[config.mk]
export PLATFORM = sky130hd
export DESIGN_NAME = flcr_regs
export DESIGN_NICKNAME = d
export VERILOG_FILES = /design/src/flcr_pkg.sv /design/src/flcr_bus_if.sv /design/src/flcr_i2c_target.sv /design/src/flcr_regs.sv
export SDC_FILE = /design/constraint.sdc
export NUM_CORES = 1
export LEC_CHECK = 0
export ABC_CLOCK_PERIOD_IN_PS = 5620
export BUFFER_PORTS_ARGS = -buffer_cell sky130_fd_sc_hd__buf_2
export CORE_ASPECT_RATIO = 0.7
export CORE_MARGIN = 2
export CORE_UTILIZATION = 25
export CTS_CLUSTER_SIZE = 25
export DETAILED_ROUTE_END_ITERATION = 10
export GPL_TIMING_DRIVEN = 0
export PLACE_DENSITY = 0.36
export SYNTH_ARGS = -nofsm -noshare
export SYNTH_HDL_FRONTEND = slang
export SYNTH_SLANG_ARGS = --single-unit
[constraint.sdc]
create_clock -name clk -period 5.62 [get_ports clk]
set_input_delay 0.562 -clock clk [delete_from_list [all_inputs] [get_ports clk]]
set_output_delay 0.562 -clock clk [all_outputs]
set_load 0.05 [all_outputs]
[src/flcr_pkg.sv]
// shared constants and types for the flash led current configuration registers
package flcr_pkg;
  // register offsets
  localparam logic [7:0] ADDR_MONITOR = 8'h02;
  localparam logic [7:0] ADDR_FLASH1 = 8'h03;
  localparam logic [7:0] ADDR_FLASH2 = 8'h04;
  localparam logic [7:0] ADDR_TORCH1 = 8'h05;
  localparam logic [7:0] ADDR_TORCH2 = 8'h06;
  // values after reset
  localparam logic [7:0] RST_MONITOR = 8'h01;
  localparam logic [7:0] RST_CH1 = 8'hbf;
  localparam logic [7:0] RST_CH2 = 8'h3f;
  // monitor register fields
  localparam int MODE_LSB = 0;
  localparam int HYST_BIT = 2;
  localparam int LEVEL_LSB = 3;
  localparam int LOCKOUT_BIT = 6;
  // brightness register fields
  localparam int OVERRIDE_BIT = 7;
  localparam int CODE_W = 7;
  // writable bits of each register, reserved bits read zero
  localparam logic [7:0] MASK_MONITOR = 8'h7f;
  localparam logic [7:0] MASK_CH1 = 8'hff;
  localparam logic [7:0] MASK_CH2 = 8'h7f;
  localparam logic [7:0] MASK_MODE = 8'h03;
  // monitor trip level in millivolts
  localparam logic [11:0] LEVEL_BASE_MV = 12'hb54;
  localparam logic [11:0] LEVEL_STEP_MV = 12'h064;
  // serial target address
  localparam logic [6:0] TARGET_ADDR = 7'h63;
  localparam int BIT_COUNT = 8;

  typedef enum logic [1:0] {MON_OFF, MON_STOP_HOLD, MON_DOWN, MON_UP_DOWN} flcr_mode_t;

  typedef enum logic [2:0] {
    ST_IDLE, ST_ADDR, ST_ACK_ADDR, ST_WR_BYTE, ST_ACK_WR, ST_RD_BYTE, ST_RD_ACK
  } flcr_state_t;
endpackage

[src/flcr_bus_if.sv]
// register access signals between the serial target and the register bank
`timescale 1ns/1ps
interface flcr_bus_if;
  logic wrEn;
  logic [7:0] wrAddr;
  logic [7:0] wrData;
  logic [7:0] rdAddr;
  logic [7:0] rdData;
  modport target (output wrEn, output wrAddr, output wrData, output rdAddr, input rdData);
  modport bank (input wrEn, input wrAddr, input wrData, input rdAddr, output rdData);
endinterface

[src/flcr_i2c_target.sv]
// serial bus target: byte framing, acknowledge and register pointer
`timescale 1ns/1ps
module flcr_i2c_target #(
  parameter logic [6:0] TARGET_ADDR = flcr_pkg::TARGET_ADDR
) (
  input wire logic clk,
  input wire logic rstN,
  input wire logic scl,
  input wire logic sdaIn,
  output logic sdaOe,
  flcr_bus_if.target bus
);
  logic sclQ_ff, sdaQ_ff, sclP_ff, sdaP_ff;
  logic startCond, stopCond, sclRise, sclFall;
  flcr_pkg::flcr_state_t state_ff;
  logic [3:0] bitCnt_ff;
  logic [7:0] shift_ff, ptr_ff, wrAddr_ff, wrData_ff;
  logic isRead_ff, ptrPhase_ff, nack_ff, oe_ff, wrEn_ff;

  // line sampling for edge and condition detection
  always_ff @(posedge clk or negedge rstN) begin
    if (!rstN) begin
      sclQ_ff <= 1'b1;
      sdaQ_ff <= 1'b1;
      sclP_ff <= 1'b1;
      sdaP_ff <= 1'b1;
    end else begin
      sclQ_ff <= scl;
      sdaQ_ff <= sdaIn;
      sclP_ff <= sclQ_ff;
      sdaP_ff <= sdaQ_ff;
    end
  end

  assign startCond = sclQ_ff & sclP_ff & sdaP_ff & ~sdaQ_ff;
  assign stopCond = sclQ_ff & sclP_ff & ~sdaP_ff & sdaQ_ff;
  assign sclRise = sclQ_ff & ~sclP_ff;
  assign sclFall = ~sclQ_ff & sclP_ff;

  // byte framing; first written byte sets the pointer, later ones are data
  always_ff @(posedge clk or negedge rstN) begin
    if (!rstN) begin
      state_ff <= flcr_pkg::ST_IDLE;
      bitCnt_ff <= 4'h0;
      shift_ff <= 8'h00;
      ptr_ff <= 8'h00;
      wrAddr_ff <= 8'h00;
      wrData_ff <= 8'h00;
      isRead_ff <= 1'b0;
      ptrPhase_ff <= 1'b0;
      nack_ff <= 1'b0;
      oe_ff <= 1'b0;
      wrEn_ff <= 1'b0;
    end else begin
      wrEn_ff <= 1'b0;
      if (startCond) begin
        state_ff <= flcr_pkg::ST_ADDR;
        bitCnt_ff <= 4'h0;
        oe_ff <= 1'b0;
        ptrPhase_ff <= 1'b1;
      end else if (stopCond) begin
        state_ff <= flcr_pkg::ST_IDLE;
        oe_ff <= 1'b0;
      end else begin
        case (state_ff)
          flcr_pkg::ST_ADDR, flcr_pkg::ST_WR_BYTE: begin
            if (sclRise) begin
              shift_ff <= {shift_ff[6:0], sdaQ_ff};
              bitCnt_ff <= bitCnt_ff + 4'h1;
            end else if (sclFall && bitCnt_ff == 4'(flcr_pkg::BIT_COUNT)) begin
              if (state_ff == flcr_pkg::ST_ADDR) begin
                if (shift_ff[7:1] == TARGET_ADDR) begin
                  oe_ff <= 1'b1;
                  isRead_ff <= shift_ff[0];
                  state_ff <= flcr_pkg::ST_ACK_ADDR;
                end else begin
                  state_ff <= flcr_pkg::ST_IDLE;
                end
              end else begin
                oe_ff <= 1'b1;
                state_ff <= flcr_pkg::ST_ACK_WR;
                if (ptrPhase_ff) begin
                  ptr_ff <= shift_ff;
                  ptrPhase_ff <= 1'b0;
                end else begin
                  wrEn_ff <= 1'b1;
                  wrAddr_ff <= ptr_ff;
                  wrData_ff <= shift_ff;
                  ptr_ff <= ptr_ff + 8'h01;
                end
              end
            end
          end
          flcr_pkg::ST_ACK_ADDR: begin
            if (sclFall) begin
              bitCnt_ff <= 4'h0;
              if (isRead_ff) begin
                shift_ff <= bus.rdData;
                oe_ff <= ~bus.rdData[7];
                state_ff <= flcr_pkg::ST_RD_BYTE;
              end else begin
                oe_ff <= 1'b0;
                state_ff <= flcr_pkg::ST_WR_BYTE;
              end
            end
          end
          flcr_pkg::ST_ACK_WR: begin
            if (sclFall) begin
              oe_ff <= 1'b0;
              bitCnt_ff <= 4'h0;
              state_ff <= flcr_pkg::ST_WR_BYTE;
            end
          end
          flcr_pkg::ST_RD_BYTE: begin
            if (sclFall) begin
              if (bitCnt_ff == 4'(flcr_pkg::BIT_COUNT - 1)) begin
                oe_ff <= 1'b0;
                ptr_ff <= ptr_ff + 8'h01;
                state_ff <= flcr_pkg::ST_RD_ACK;
              end else begin
                oe_ff <= ~shift_ff[6];
                shift_ff <= {shift_ff[6:0], 1'b0};
                bitCnt_ff <= bitCnt_ff + 4'h1;
              end
            end
          end
          flcr_pkg::ST_RD_ACK: begin
            if (sclRise) begin
              nack_ff <= sdaQ_ff;
            end else if (sclFall) begin
              if (nack_ff) begin
                state_ff <= flcr_pkg::ST_IDLE;
              end else begin
                shift_ff <= bus.rdData;
                oe_ff <= ~bus.rdData[7];
                bitCnt_ff <= 4'h0;
                state_ff <= flcr_pkg::ST_RD_BYTE;
              end
            end
          end
          default: begin
            state_ff <= flcr_pkg::ST_IDLE;
            oe_ff <= 1'b0;
          end
        endcase
      end
    end
  end

  assign sdaOe = oe_ff;
  assign bus.wrEn = wrEn_ff;
  assign bus.wrAddr = wrAddr_ff;
  assign bus.wrData = wrData_ff;
  assign bus.rdAddr = ptr_ff;
endmodule

[src/flcr_regs.sv]
// flash led current configuration register bank with serial access
// Function
// - two-bit monitor mode: off, hold, down, up-down
// - trip level 2.9V plus 0.1V per code
// - one bit enables undervoltage lockout, default off
// - one hysteresis bit, default zero millivolts
// - mode field frozen while torch, flash or infrared
// - seven-bit flash code, default mid code
// - seven-bit torch code, default mid code
// - reset values 0x01, 0xbf, 0x3f
`timescale 1ns/1ps
module flcr_regs #(
  parameter logic [6:0] TARGET_ADDR = flcr_pkg::TARGET_ADDR
) (
  input wire logic clk,
  input wire logic rst_b,
  input wire logic scl,
  input wire logic sdaIn,
  output logic sdaOut,
  output logic sdaOe,
  input wire logic deviceActive,
  output logic [1:0] monitorMode,
  output logic monitorHoldEn,
  output logic monitorDownEn,
  output logic monitorUpEn,
  output logic [2:0] monitorLevel,
  output logic [11:0] monitorTripMv,
  output logic lockoutEn,
  output logic monitorHyst,
  output logic [6:0] flashCode1,
  output logic [6:0] flashCode2,
  output logic [6:0] torchCode1,
  output logic [6:0] torchCode2
);
  logic rstS1_ff, rstN_ff;
  logic [7:0] monitor_ff, flash1_ff, flash2_ff, torch1_ff, torch2_ff;
  logic [1:0] modeLatch_ff;
  logic holdEn_ff, downEn_ff, upEn_ff, sdaOut_ff;
  logic [11:0] tripMv_ff;
  logic [6:0] flash2Eff_ff, torch2Eff_ff;
  logic [4:0] selWr;

  flcr_bus_if bus ();

  if (TARGET_ADDR == 7'h00) begin : g_addr_check
    $error("target address zero is the general call address");
  end

  // one-hot register select, used for writes and reads
  function automatic logic [4:0] regSel(input logic [7:0] addr);
    regSel = 5'h00;
    case (addr)
      flcr_pkg::ADDR_MONITOR: regSel = 5'h01;
      flcr_pkg::ADDR_FLASH1: regSel = 5'h02;
      flcr_pkg::ADDR_FLASH2: regSel = 5'h04;
      flcr_pkg::ADDR_TORCH1: regSel = 5'h08;
      flcr_pkg::ADDR_TORCH2: regSel = 5'h10;
      default: regSel = 5'h00;
    endcase
  endfunction

  // reset release through two flip-flops
  always_ff @(posedge clk or negedge rst_b) begin
    if (!rst_b) begin
      rstS1_ff <= 1'b0;
      rstN_ff <= 1'b0;
    end else begin
      rstS1_ff <= 1'b1;
      rstN_ff <= rstS1_ff;
    end
  end

  flcr_i2c_target #(.TARGET_ADDR(TARGET_ADDR)) u_target (
    .clk(clk),
    .rstN(rstN_ff),
    .scl(scl),
    .sdaIn(sdaIn),
    .sdaOe(sdaOe),
    .bus(bus.target)
  );

  assign selWr = bus.wrEn ? regSel(bus.wrAddr) : 5'h00;

  // monitor register; mode bits ignore writes while the device runs
  always_ff @(posedge clk or negedge rstN_ff) begin
    if (!rstN_ff) begin
      monitor_ff <= flcr_pkg::RST_MONITOR;
    end else if (selWr[0]) begin
      monitor_ff[7:2] <= bus.wrData[7:2] & flcr_pkg::MASK_MONITOR[7:2];
      if (!deviceActive) begin
        monitor_ff[1:0] <= bus.wrData[1:0];
      end
    end
  end

  // brightness registers; reserved bit of channel two stays zero
  always_ff @(posedge clk or negedge rstN_ff) begin
    if (!rstN_ff) begin
      flash1_ff <= flcr_pkg::RST_CH1;
      flash2_ff <= flcr_pkg::RST_CH2;
      torch1_ff <= flcr_pkg::RST_CH1;
      torch2_ff <= flcr_pkg::RST_CH2;
    end else begin
      if (selWr[1]) begin
        flash1_ff <= bus.wrData & flcr_pkg::MASK_CH1;
      end
      if (selWr[2]) begin
        flash2_ff <= bus.wrData & flcr_pkg::MASK_CH2;
      end
      if (selWr[3]) begin
        torch1_ff <= bus.wrData & flcr_pkg::MASK_CH1;
      end
      if (selWr[4]) begin
        torch2_ff <= bus.wrData & flcr_pkg::MASK_CH2;
      end
    end
  end

  // mode in use is latched while torch, flash or infrared runs
  always_ff @(posedge clk or negedge rstN_ff) begin
    if (!rstN_ff) begin
      modeLatch_ff <= flcr_pkg::RST_MONITOR[1:0];
      holdEn_ff <= 1'b0;
      downEn_ff <= 1'b0;
      upEn_ff <= 1'b0;
    end else if (!deviceActive) begin
      modeLatch_ff <= monitor_ff[1:0];
      holdEn_ff <= flcr_pkg::flcr_mode_t'(monitor_ff[1:0]) == flcr_pkg::MON_STOP_HOLD;
      downEn_ff <= flcr_pkg::flcr_mode_t'(monitor_ff[1:0]) == flcr_pkg::MON_DOWN ||
                   flcr_pkg::flcr_mode_t'(monitor_ff[1:0]) == flcr_pkg::MON_UP_DOWN;
      upEn_ff <= flcr_pkg::flcr_mode_t'(monitor_ff[1:0]) == flcr_pkg::MON_UP_DOWN;
    end
  end

  // trip level and channel two follow logic
  always_ff @(posedge clk or negedge rstN_ff) begin
    if (!rstN_ff) begin
      tripMv_ff <= flcr_pkg::LEVEL_BASE_MV;
      flash2Eff_ff <= flcr_pkg::RST_CH1[6:0];
      torch2Eff_ff <= flcr_pkg::RST_CH1[6:0];
      sdaOut_ff <= 1'b0;
    end else begin
      tripMv_ff <= flcr_pkg::LEVEL_BASE_MV +
                   12'(monitor_ff[5:3] * flcr_pkg::LEVEL_STEP_MV);
      flash2Eff_ff <= flash1_ff[7] ? flash1_ff[6:0] : flash2_ff[6:0];
      torch2Eff_ff <= torch1_ff[7] ? torch1_ff[6:0] : torch2_ff[6:0];
      sdaOut_ff <= 1'b0;
    end
  end

  // read data; unmapped offsets read zero
  always_comb begin
    case (regSel(bus.rdAddr))
      5'h01: bus.rdData = monitor_ff;
      5'h02: bus.rdData = flash1_ff;
      5'h04: bus.rdData = flash2_ff;
      5'h08: bus.rdData = torch1_ff;
      5'h10: bus.rdData = torch2_ff;
      default: bus.rdData = 8'h00;
    endcase
  end

  assign sdaOut = sdaOut_ff;
  assign monitorMode = modeLatch_ff;
  assign monitorHoldEn = holdEn_ff;
  assign monitorDownEn = downEn_ff;
  assign monitorUpEn = upEn_ff;
  assign monitorLevel = monitor_ff[5:3];
  assign monitorTripMv = tripMv_ff;
  assign lockoutEn = monitor_ff[flcr_pkg::LOCKOUT_BIT];
  assign monitorHyst = monitor_ff[flcr_pkg::HYST_BIT];
  assign flashCode1 = flash1_ff[6:0];
  assign flashCode2 = flash2Eff_ff;
  assign torchCode1 = torch1_ff[6:0];
  assign torchCode2 = torch2Eff_ff;

  // checks
  logic firstCyc_ff;
  always_ff @(posedge clk or negedge rstN_ff) begin
    if (!rstN_ff) begin
      firstCyc_ff <= 1'b1;
    end else begin
      firstCyc_ff <= 1'b0;
    end
  end
endmodule

=== After elaboration in Yosys (flattened, before gate mapping) ===
Cells that the tools add are included.

* Input port bits: 5
* Output and inout port bits: 52
* Bits in registers: 118

* Multipliers: 1
* Bitwise operators: 19
* Reduce and logical (&&, ||, !) cells: 19
* $add $sub $neg: 3
* Mux-type cells: 75
* Equal/unequal tests: 59

{| class="wikitable"
|+ Operators by type and width
! operator !! number
|-
| two-way mux 8 bit || 14
|-
| one-hot mux 5 bit (5 select lines) || 2
|-
| equality test 8 x 3 -> 1 bit, second input constant || 6
|-
| one-hot mux 8 bit (5 select lines) || 1
|-
| two-way mux 3 bit || 13
|-
| two-way mux 4 bit || 9
|-
| equality test 8 x 2 -> 1 bit, second input constant || 4
|-
| one-hot mux 8 bit (4 select lines) || 1
|-
| two-way mux 1 bit || 27
|-
| inequality test 4 x 1 -> 1 bit, second input constant || 6
|-
| inequality test 2 x 1 -> 1 bit, second input constant || 10
|-
| AND reduction 9 bit || 2
|-
| one-hot mux 4 bit (4 select lines) || 1
|-
| one-hot mux 8 bit (2 select lines) || 1
|-
| AND reduction 8 bit || 2
|-
| one-hot mux 3 bit (5 select lines) || 1
|-
| two-way mux 7 bit || 2
|-
| AND reduction 7 bit || 2
|-
| adder 12 x 10 -> 12 bit, first input constant || 1
|-
| inequality test 3 x 1 -> 1 bit, second input constant || 4
|-
| inequality test 4 x 2 -> 1 bit, second input constant || 3
|-
| inverter 1 bit || 12
|-
| AND reduction 11 bit || 1
|-
| inequality test 2 bit, second input constant || 5
|-
| 31 further kinds || 46
|}

=== Longest topological paths before layout ===
Gate-level depths: netlist of run 1.

* Depth in word-level cells: 11
* Gate-level depth with buffers: 9
* Depth with buffers taken out: 7

=== Modules after synthesis ===
A second synthesis of run 1 with hierarchy kept.

* Cells, all modules: 516
* Area total of the unflattened synthesis: 5878.1 µm²

{| class="wikitable"
|+ Modules (own cells, without submodules)
! module !! times used !! area an instance (µm²) !! cells each
|-
| flcr_regs || 1 || 3269.4 || 260
|-
| flcr_i2c_target || 1 || 2608.8 || 256
|}

=== Worst setup path before layout of run 1 ===
OpenSTA, ideal clock, no wires.

* Path kind: register to register
* Start: register u_target.ptr_ff[0], in the netlist u_target.bus.rdAddr[0]
* End: register u_target.shift_ff[1]
* Stages on the path, launching flop included: 9
* Data required time: 5.538 ns
* Setup slack: 3.563 ns
* Arrival time: 1.975 ns
* Cell sequence: dfrtp_1 > inv_1 > ha_1 > buf_2 > nor3b_1 > o21bai_1 > a22oi_1 > o21bai_1 > a31oi_1

* Cells in the longest elaborated chain, start to end: 8
* Elaborated cells on any way between the ends: 18
* Those cells by class: eq/ne (10); mux (8)

{| class="wikitable"
|+ RTL lines
! what !! RTL line !! RTL
|-
| start: declaration || flcr_i2c_target.sv:17 || <nowiki>logic [7:0] shift_ff, ptr_ff, wrAddr_ff, wrData_ff;</nowiki>
|-
| start signal: assignment || flcr_i2c_target.sv:83 || <nowiki>ptr_ff <= shift_ff;</nowiki>
|-
| start signal: assignment || flcr_i2c_target.sv:89 || <nowiki>ptr_ff <= ptr_ff + 8'h01;</nowiki>
|-
| start signal: assignment || flcr_i2c_target.sv:118 || <nowiki>ptr_ff <= ptr_ff + 8'h01;</nowiki>
|-
| equality test 8 x 3 -> 1 bit or equality test 8 x 2 -> 1 bit (tied branches) || flcr_regs.sv:52 || <nowiki>case (addr)</nowiki>
|-
| one-hot mux 5 bit (5 select lines) * || flcr_regs.sv:52 ||
|-
| equality test 5 bit (tied with other cells) || flcr_regs.sv:153 || <nowiki>case (regSel(bus.rdAddr))</nowiki>
|-
| one-hot mux 8 bit (5 select lines) * || flcr_regs.sv:153 ||
|-
| two-way mux 8 bit || flcr_i2c_target.sv:131 || <nowiki>if (nack_ff) begin</nowiki>
|-
| two-way mux 8 bit || flcr_i2c_target.sv:130 || <nowiki>end else if (sclFall) begin</nowiki>
|-
| two-way mux 8 bit || flcr_i2c_target.sv:128 || <nowiki>if (sclRise) begin</nowiki>
|-
| one-hot mux 8 bit (4 select lines) * || flcr_i2c_target.sv:65 || <nowiki>case (state_ff)</nowiki>
|-
| end signal: assignment || flcr_i2c_target.sv:68 || <nowiki>shift_ff <= {shift_ff[6:0], sdaQ_ff};</nowiki>
|-
| end signal: assignment || flcr_i2c_target.sv:122 || <nowiki>shift_ff <= {shift_ff[6:0], 1'b0};</nowiki>
|-
| end signal: assignment || flcr_i2c_target.sv:134 || <nowiki>shift_ff <= bus.rdData;</nowiki>
|-
| end: declaration || flcr_i2c_target.sv:17 ||
|}

Mark *: on every way between the ends. The rest lies on a longest branch, timed or not. The select of a mux whose other input is x is not followed.
A chain may end at the register's enable or synchronous reset.

=== Final worst setup path of run 1 ===
* Start: register u_target.ptr_ff[1], in the netlist u_target.bus.rdAddr[1]
* End: register u_target.shift_ff[6]

Same word-level chain as after synthesis.

==> results of run 1 <==
[logic make-up (layout without fill, tap and decap cells)]
group / Yosys count / in the layout / synth area share
other cells: 2 / 5 / 0.00127
mux: 72 / 72 / 0.142
xor+xnor: 8 / 8 / 0.0119
simple gates: 158 / 158 / 0.150
fa+ha+maj: 13 / 13 / 0.0275
buf+inv: 64 / 149 / 0.0597
compound gates: 97 / 97 / 0.110
flops: 115 / 115 / 0.497
[routing by layer]
metal,vias up,global-route usage,part of all wire
met2,87,0.188,0.38
li1,2036,-,-
met3,17,0.0387,0.045
met1,2123,0.219,0.56
met5,-,0,0
met4,0,0.0477,0.013
[layout by cell type, fill, tap and decap left out, types with 9 or more instances in the layout]
master | Yosys | routed
nand3_1 | 12 | 12
a31oi_1 | 12 | 12
a21oi_1 | 24 | 24
dfstp_2 | 49 | 49
nand2b_1 | 11 | 11
clkinv_2 | 0 | 9
clkbuf_16 | 0 | 17
nand2_1 | 51 | 51
ha_1 | 13 | 13
nand4_1 | 9 | 9
buf_4 | 21 | 21
mux2_2 | 61 | 61
buf_2 | 7 | 58
clkbuf_1 | 14 | 15
dfrtp_1 | 66 | 65
mux2_4 | 9 | 9
o21ai_0 | 15 | 15
nor2b_1 | 12 | 12
nor2_1 | 17 | 17
inv_1 | 16 | 16
[worst min-delay path by stage]
stage                         from               end  slack, ns
after floorplan              rst_b           rstN_ff       0.27
after global placement    rstS1_ff           rstN_ff       0.34
after detailed placement  rstS1_ff           rstN_ff       0.34
after CTS                      scl  u_target.sclQ_ff       0.21
after global routing         sdaIn  u_target.sdaQ_ff       0.21
final                          scl  u_target.sclQ_ff       0.24
[metrics by stage]
step           instance area (um^2)  setup WS (ns)  hold slack (ns)  power, uW
3_3_place_gp                   6580          0.612            0.339       1250
5_1_grt                        7150           2.26            0.209       2350
6_report                       7150           2.52            0.239       2220
3_5_place_dp                   6610           2.56            0.340       1250
2_1_floorplan                  5920           2.26            0.266       1160
4_1_cts                        7150           2.55            0.214       2250
[registers in the layout, indices dropped and copies added (netlist names), 2 cells and up]
| name | flops |
|---|---|
| u_target.state_ff | 3 |
| u_target.bitCnt_ff | 4 |
| u_target.bus.wrData | 8 |
| monitor_ff | 7 |
| flashCode2 | 7 |
| torchCode2 | 7 |
| flash1_ff | 8 |
| monitorTripMv | 9 |
| monitorMode | 2 |
| u_target.bus.wrAddr | 8 |
| u_target.shift_ff | 8 |
| flash2_ff | 7 |
| torch2_ff | 7 |
| u_target.bus.rdAddr | 8 |
| torch1_ff | 8 |
[layout make-up]
| type | count | area share |
|---|---|---|
| sequential | 115 | 0.412 |
| tap | 318 | 0.0557 |
| buffer | 48 | 0.0410 |
| clock buffer | 21 | 0.0658 |
| timing repair buffer | 53 | 0.0410 |
| clock inverter | 11 | 0.00858 |
| inverter | 16 | 0.00840 |
| multi-input combinational | 353 | 0.368 |
[timing repair]
action	4_1_cts	5_1_grt
hold endpoints to repair	2	0
buffers inserted	0	0
hold buffers	1	0
[where the power goes]
| part | leakage (uW) | internal, uW | switching, uW | total [uW] |
|---|---|---|---|---|
| Sequential | 0.00137 | 875 | 72.3 | 947 |
| Clock | 0.000272 | 589 | 389 | 978 |
| Combinational | 0.00161 | 114 | 178 | 292 |
==> results.ini, run 1 <==
[global_route]
grt_use_total=0.143
grt_max_degree=63
grt_pass1_wl_um=26500
first_global_vias=4384
grt_antenna_before_repair=0
grt_overflow_total=0

[die]
die_y_um=133
io_pins=57
initial_core_util=0.253
dieArea_um2=24900
core_area_um2=23400
die_w_um=188
std_cell_rows=47

[run]
cap_violations=0

[timing]
worst_slew_pin_slew_ns=1.33
rsz0062_at_grt=false
slew_headroom=0.109
max_freq_ghz=0.323
tns_ns=0
setup_viol=0
hold_viol=0
drv_slew=0
finalClockSkew_ns=0.0113
min_period_over_period=0.551
period_needed_ns=3.10

[pwr]
p_leak_uw=0.00326
peakVddDrop_v=0.000232
power_density_nw_per_um2=310

[setup_path]
cp-startpoint=u_target.bus.rdAddr[1]
start_kind=flop
critical_path_required_ns=5.96
end_kind=flop
crit_top_cell=o21bai_1
cp_slowest_cell=nor3b_1
reg2reg_from=u_target.bus.rdAddr[1]
crit_arrival_ns=3.44
crit_cells=8
path_cells=inv_1, ha_1, clkbuf_1, nor3b_1, o21bai_1, a22oi_1, o21bai_1, a31oi_1
crit_buf_inv=2
slowest_delay_ns=1.10
r2r_setup_slack_ns=2.52
reg2reg_depth=8
worstReg2RegEnd=u_target.shift_ff[6]
crit_type=reg2reg
crit_fanout=8
crit_path_end=u_target.shift_ff[6]
crit_family=simple AND/OR/NAND/NOR gates

[layout]
diodes=0
num-fill-cells=2443
syn2layout_area_growth_pct=20.9
final_layout_size_suffix_gt1_frac=0.395
fin_nets=622
seq_area_um2=2940
final_util=0.305
stdcell_count=935
multi_input_area_um2=2630

[logic_synthesis]
synth_edf_count=0
netlist_area_um2=5910
ys_ff_latch=115
synthTopCellsByCount=dfrtp_1 (66), mux2_2 (61), nand2_1 (51)
ys_types=69
synth.most_common_cell=dfrtp_1
synth_area_leader_cell=dfrtp_1
synth_top_area_frac=0.279
synthArstFlopShare=1.00
yosysWarningCount=0
syn_inst=529
syn-mean-instance-area_um2=11.2
ys_seq_area_frac=0.497
synth_area_leaders=dfrtp_1 (28%), dfstp_2 (22%), mux2_2 (12%)
synth_flop_cell=dfrtp_1

[drt]
ant_nets=0
drt_wl_total_um=16600
routedWlPerCell_um=17.7
drt_first_pass_iters=4
drc=0
drt_iter0_markers=228
vias=4263
avgViaCountPerCell=4.56

[place]
gp_congestion=0.815
place_inst=902
dp.final_hpwl_um=11700
io_buffers=51

[clocking]
cts_root_buf=clkbuf_16
htreeDepth=4
post_cts_resized=0
cts_buffers=17
clock_path_buffers=2
cts_tree=built
insertion_delay_ns=0.42
path_clk_slew_ns=0.06
clock-sinks=115

[worst_hold_path]
holdCritPathClass=in2reg
worstHoldPathCells=1

[run_status]
run_status=finished clean

Power figures use the tool's default switching activity.
==> run 2: changes to the inputs <==
--- a/config.mk
+++ b/config.mk
@@ -5,7 +5,8 @@
 export SDC_FILE = /design/constraint.sdc
 export NUM_CORES = 1
 export LEC_CHECK = 0
-export ABC_CLOCK_PERIOD_IN_PS = 5620
+export ABC_AREA = 1
+export ABC_CLOCK_PERIOD_IN_PS = 2800
 export BUFFER_PORTS_ARGS = -buffer_cell sky130_fd_sc_hd__buf_2
 export CORE_ASPECT_RATIO = 0.7
 export CORE_MARGIN = 2
@@ -13,7 +14,7 @@
 export CTS_CLUSTER_SIZE = 25
 export DETAILED_ROUTE_END_ITERATION = 10
 export GPL_TIMING_DRIVEN = 0
-export PLACE_DENSITY = 0.36
+export PLACE_DENSITY = 0.38
 export SYNTH_ARGS = -nofsm -noshare
 export SYNTH_HDL_FRONTEND = slang
 export SYNTH_SLANG_ARGS = --single-unit
==> constraint.sdc (replaced) <==
create_clock -name clk -period 2.8 [get_ports clk]
set_input_delay 0.28 -clock clk [delete_from_list [all_inputs] [get_ports clk]]
set_output_delay 0.28 -clock clk [all_outputs]
set_load 0.05 [all_outputs]
==> run 2 against run 1 <==
Compared with the run above: routed wire length down 2.2%; critical path type unchanged; count of clock-buffer cells in the layout down 4; sequential power up 97%; sequential share of layout area up 0.087 points; via count up 12%; combinational power up 9.6%; largest cell class unchanged; final area down 0.21%; area after synthesis down 2.1%; global-route usage down 0.36 points; cell count up 18%; clock skew about the same.
==> results.ini, run 2 <==
[run_status]
run_status=finished clean

[global_route]
grt_overflow_total=0
grt_pass1_wl_um=25800
grt_antenna_before_repair=0
first_global_vias=4529
grt_max_degree=63
grt_use_total=0.139

[place]
dpl_cell_area_um2=6480
dp.final_hpwl_um=12100
gp_congestion=0.833
io_buffers=52

[layout]
multi_input_area_um2=2300
syn2layout_area_growth_pct=23.2
layout_common_cells=nand2_1 (167), o21ai_0 (83), inv_1 (78)
num-fill-cells=2425
final_common_cell=nand2_1
largest_reg_flops=9
fin_nets=794
final_layout_size_suffix_gt1_frac=0.250
final_area_um2=7130
diodes=0
seq_area_um2=2940

[drt]
drt_first_pass_iters=5
routedWlPerCell_um=14.7
drt_wl_total_um=16200
ant_nets=0
drc=0
vias=4781
drt_iter0_markers=420
avgViaCountPerCell=4.34

[run]
cap_violations=0

[worst_hold_path]
min_from=deviceActive
worstHoldPathCells=3
hold_end=monitorMode[0]
holdCritPathClass=in2reg

[setup_path]
slowest_delay_ns=0.41
path_cells=inv_1, ha_1, inv_1, nor2_1, nand4_1, nand3_1, nor2_1, nor2_2, nand2_1, a21oi_2
r2r_setup_slack_ns=0.74
reg2reg_depth=10
crit_fanout=8
reg2reg_from=u_target.bus.rdAddr[1]
start_kind=flop
end_kind=flop
critical_path_required_ns=3.14
worstReg2RegEnd=u_target.shift_ff[0]
cp_slowest_cell=dfrtp_1
cp-startpoint=u_target.bus.rdAddr[1]
crit_type=reg2reg
crit_arrival_ns=2.40

[logic_synthesis]
synthArstFlopShare=1.00
ys_ff_latch=115
syn-mean-instance-area_um2=8.29
synth.most_common_cell=nand2_1
synth_area_leaders=dfrtp_1 (29%), dfstp_2 (22%), nand2_1 (11%)
synth_flop_cell=dfrtp_1
synthTopCellsByCount=nand2_1 (167), o21ai_0 (83), inv_1 (78)
synth_area_leader_cell=dfrtp_1
netlist_area_um2=5790
ys_seq_area_frac=0.508
synth_edf_count=0
yosysWarningCount=0
syn_inst=698
ys_types=41
synth_top_area_frac=0.285

[die]
die_w_um=186
initial_core_util=0.255
dieArea_um2=24400
io_pins=57
std_cell_rows=46
core_area_um2=22700
die_y_um=131

[timing]
min_period_over_period=0.736
max_freq_ghz=0.485
slew_headroom=0.516
tns_ns=0
drv_slew=0
period_needed_ns=2.06
hold_viol=0
rsz0062_at_grt=false
worst_slew_pin_slew_ns=0.726
setup_viol=0
hold_slack_ns=0.0968
finalClockSkew_ns=0.0114

[pwr]
p_leak_uw=0.00324
power_density_nw_per_um2=630
peakVddDrop_v=0.000456

[clocking]
cts_tree=built
cts_buffers=17
clock_path_buffers=2
cts_root_buf=clkbuf_16
htreeDepth=4
clock-sinks=115
insertion_delay_ns=0.42
postCtsSetupBuffers=0
path_clk_slew_ns=0.07

## run 2: cell types whose count changed after synthesis, sizes merged, moves of 7 or more
| cell | delta |
|---|---|
| nand3 | +33 |
| nand2 | +123 |
| a21oi | -9 |
| a31oi | -10 |
| nor2 | +62 |
| clkbuf | -8 |
| inv | +72 |
| mux2 | -70 |
| o21ai | +74 |
| nor2b | -12 |
| nand2b | -12 |
| o21bai | -7 |
| buf | -7 |
## run 2: metal layers
metal / global-route usage / share of wire / vias up
met1: 0.225 / 0.56 / 2290
met3: 0.0327 / 0.043 / 11
met5: 0 / 0 / -
met2: 0.179 / 0.39 / 105
met4: 0.0359 / 0.0096 / 0
li1: - / - / 2375
## run 2: cell type report
type | instances | area share
Multi-Input combinational cell | 463 | 0.322
Sequential cell | 115 | 0.413
Inverter | 90 | 0.0488
Clock inverter | 15 | 0.0274
Tap cell | 312 | 0.0547
Buffer | 33 | 0.0305
Timing Repair Buffer | 56 | 0.0446
Clock buffer | 17 | 0.0596
## run 2: worst max-delay path by stage
| stage | slack [ns] | end |
|---|---|---|
| floorplan | 0.92 | flash1_ff[6] |
| global placement | 0.04 | u_target.bus.wrAddr[5] |
| detailed placement | 0.75 | u_target.shift_ff[6] |
| CTS | 0.73 | u_target.shift_ff[4] |
| global route | 0.48 | u_target.shift_ff[0] |
| finish | 0.74 | u_target.shift_ff[0] |
## run 2: logic make-up (layout without fill, tap and decap cells)
kind of cell | Yosys count | after routing | synth area share
adders and majority gates | 13 | 13 | 0.0281
DFF | 115 | 115 | 0.508
other | 2 | 5 | 0.00130
xor gates and xnor gates | 7 | 7 | 0.0106
and+or+nand+nor | 319 | 319 | 0.244
AOI/OAI and AO/OA | 119 | 119 | 0.111
buffers and inverters | 123 | 211 | 0.0977
## run 2: through the flow
step,instances,setup slack (ns),utilization,total power [uW]
finish,1101,0.740,0.315,4500
floorplan,701,0.924,-,2080
detailed placement,1066,0.747,0.286,2220
global route,1101,0.476,0.315,4680
CTS,1101,0.729,0.315,4550
global placement,1065,0.0447,0.285,2200
## run 2: where the power goes
part | switching [uW] | internal (uW) | total (uW)
sequential | 122 | 1750 | 1870
combinational | 210 | 110 | 320
clock | 879 | 1420 | 2300
## run 2: critical path, delay by kind of cell (launching register included)
family | cells | cell delay (ns)
AO/OA/AOI/OAI | 1 | 0.12
flip-flops | 1 | 0.41
adder cells (fa/ha/maj) | 1 | 0.23
buffers and inverters | 2 | 0.20
AND/OR/NAND/NOR | 6 | 1.03
## run 2: what timing repair did
item,CTS,global route
hold buffers,3,0
resized for setup,0,0
hold endpoints to repair,4,0
setup endpoints to repair,0,0
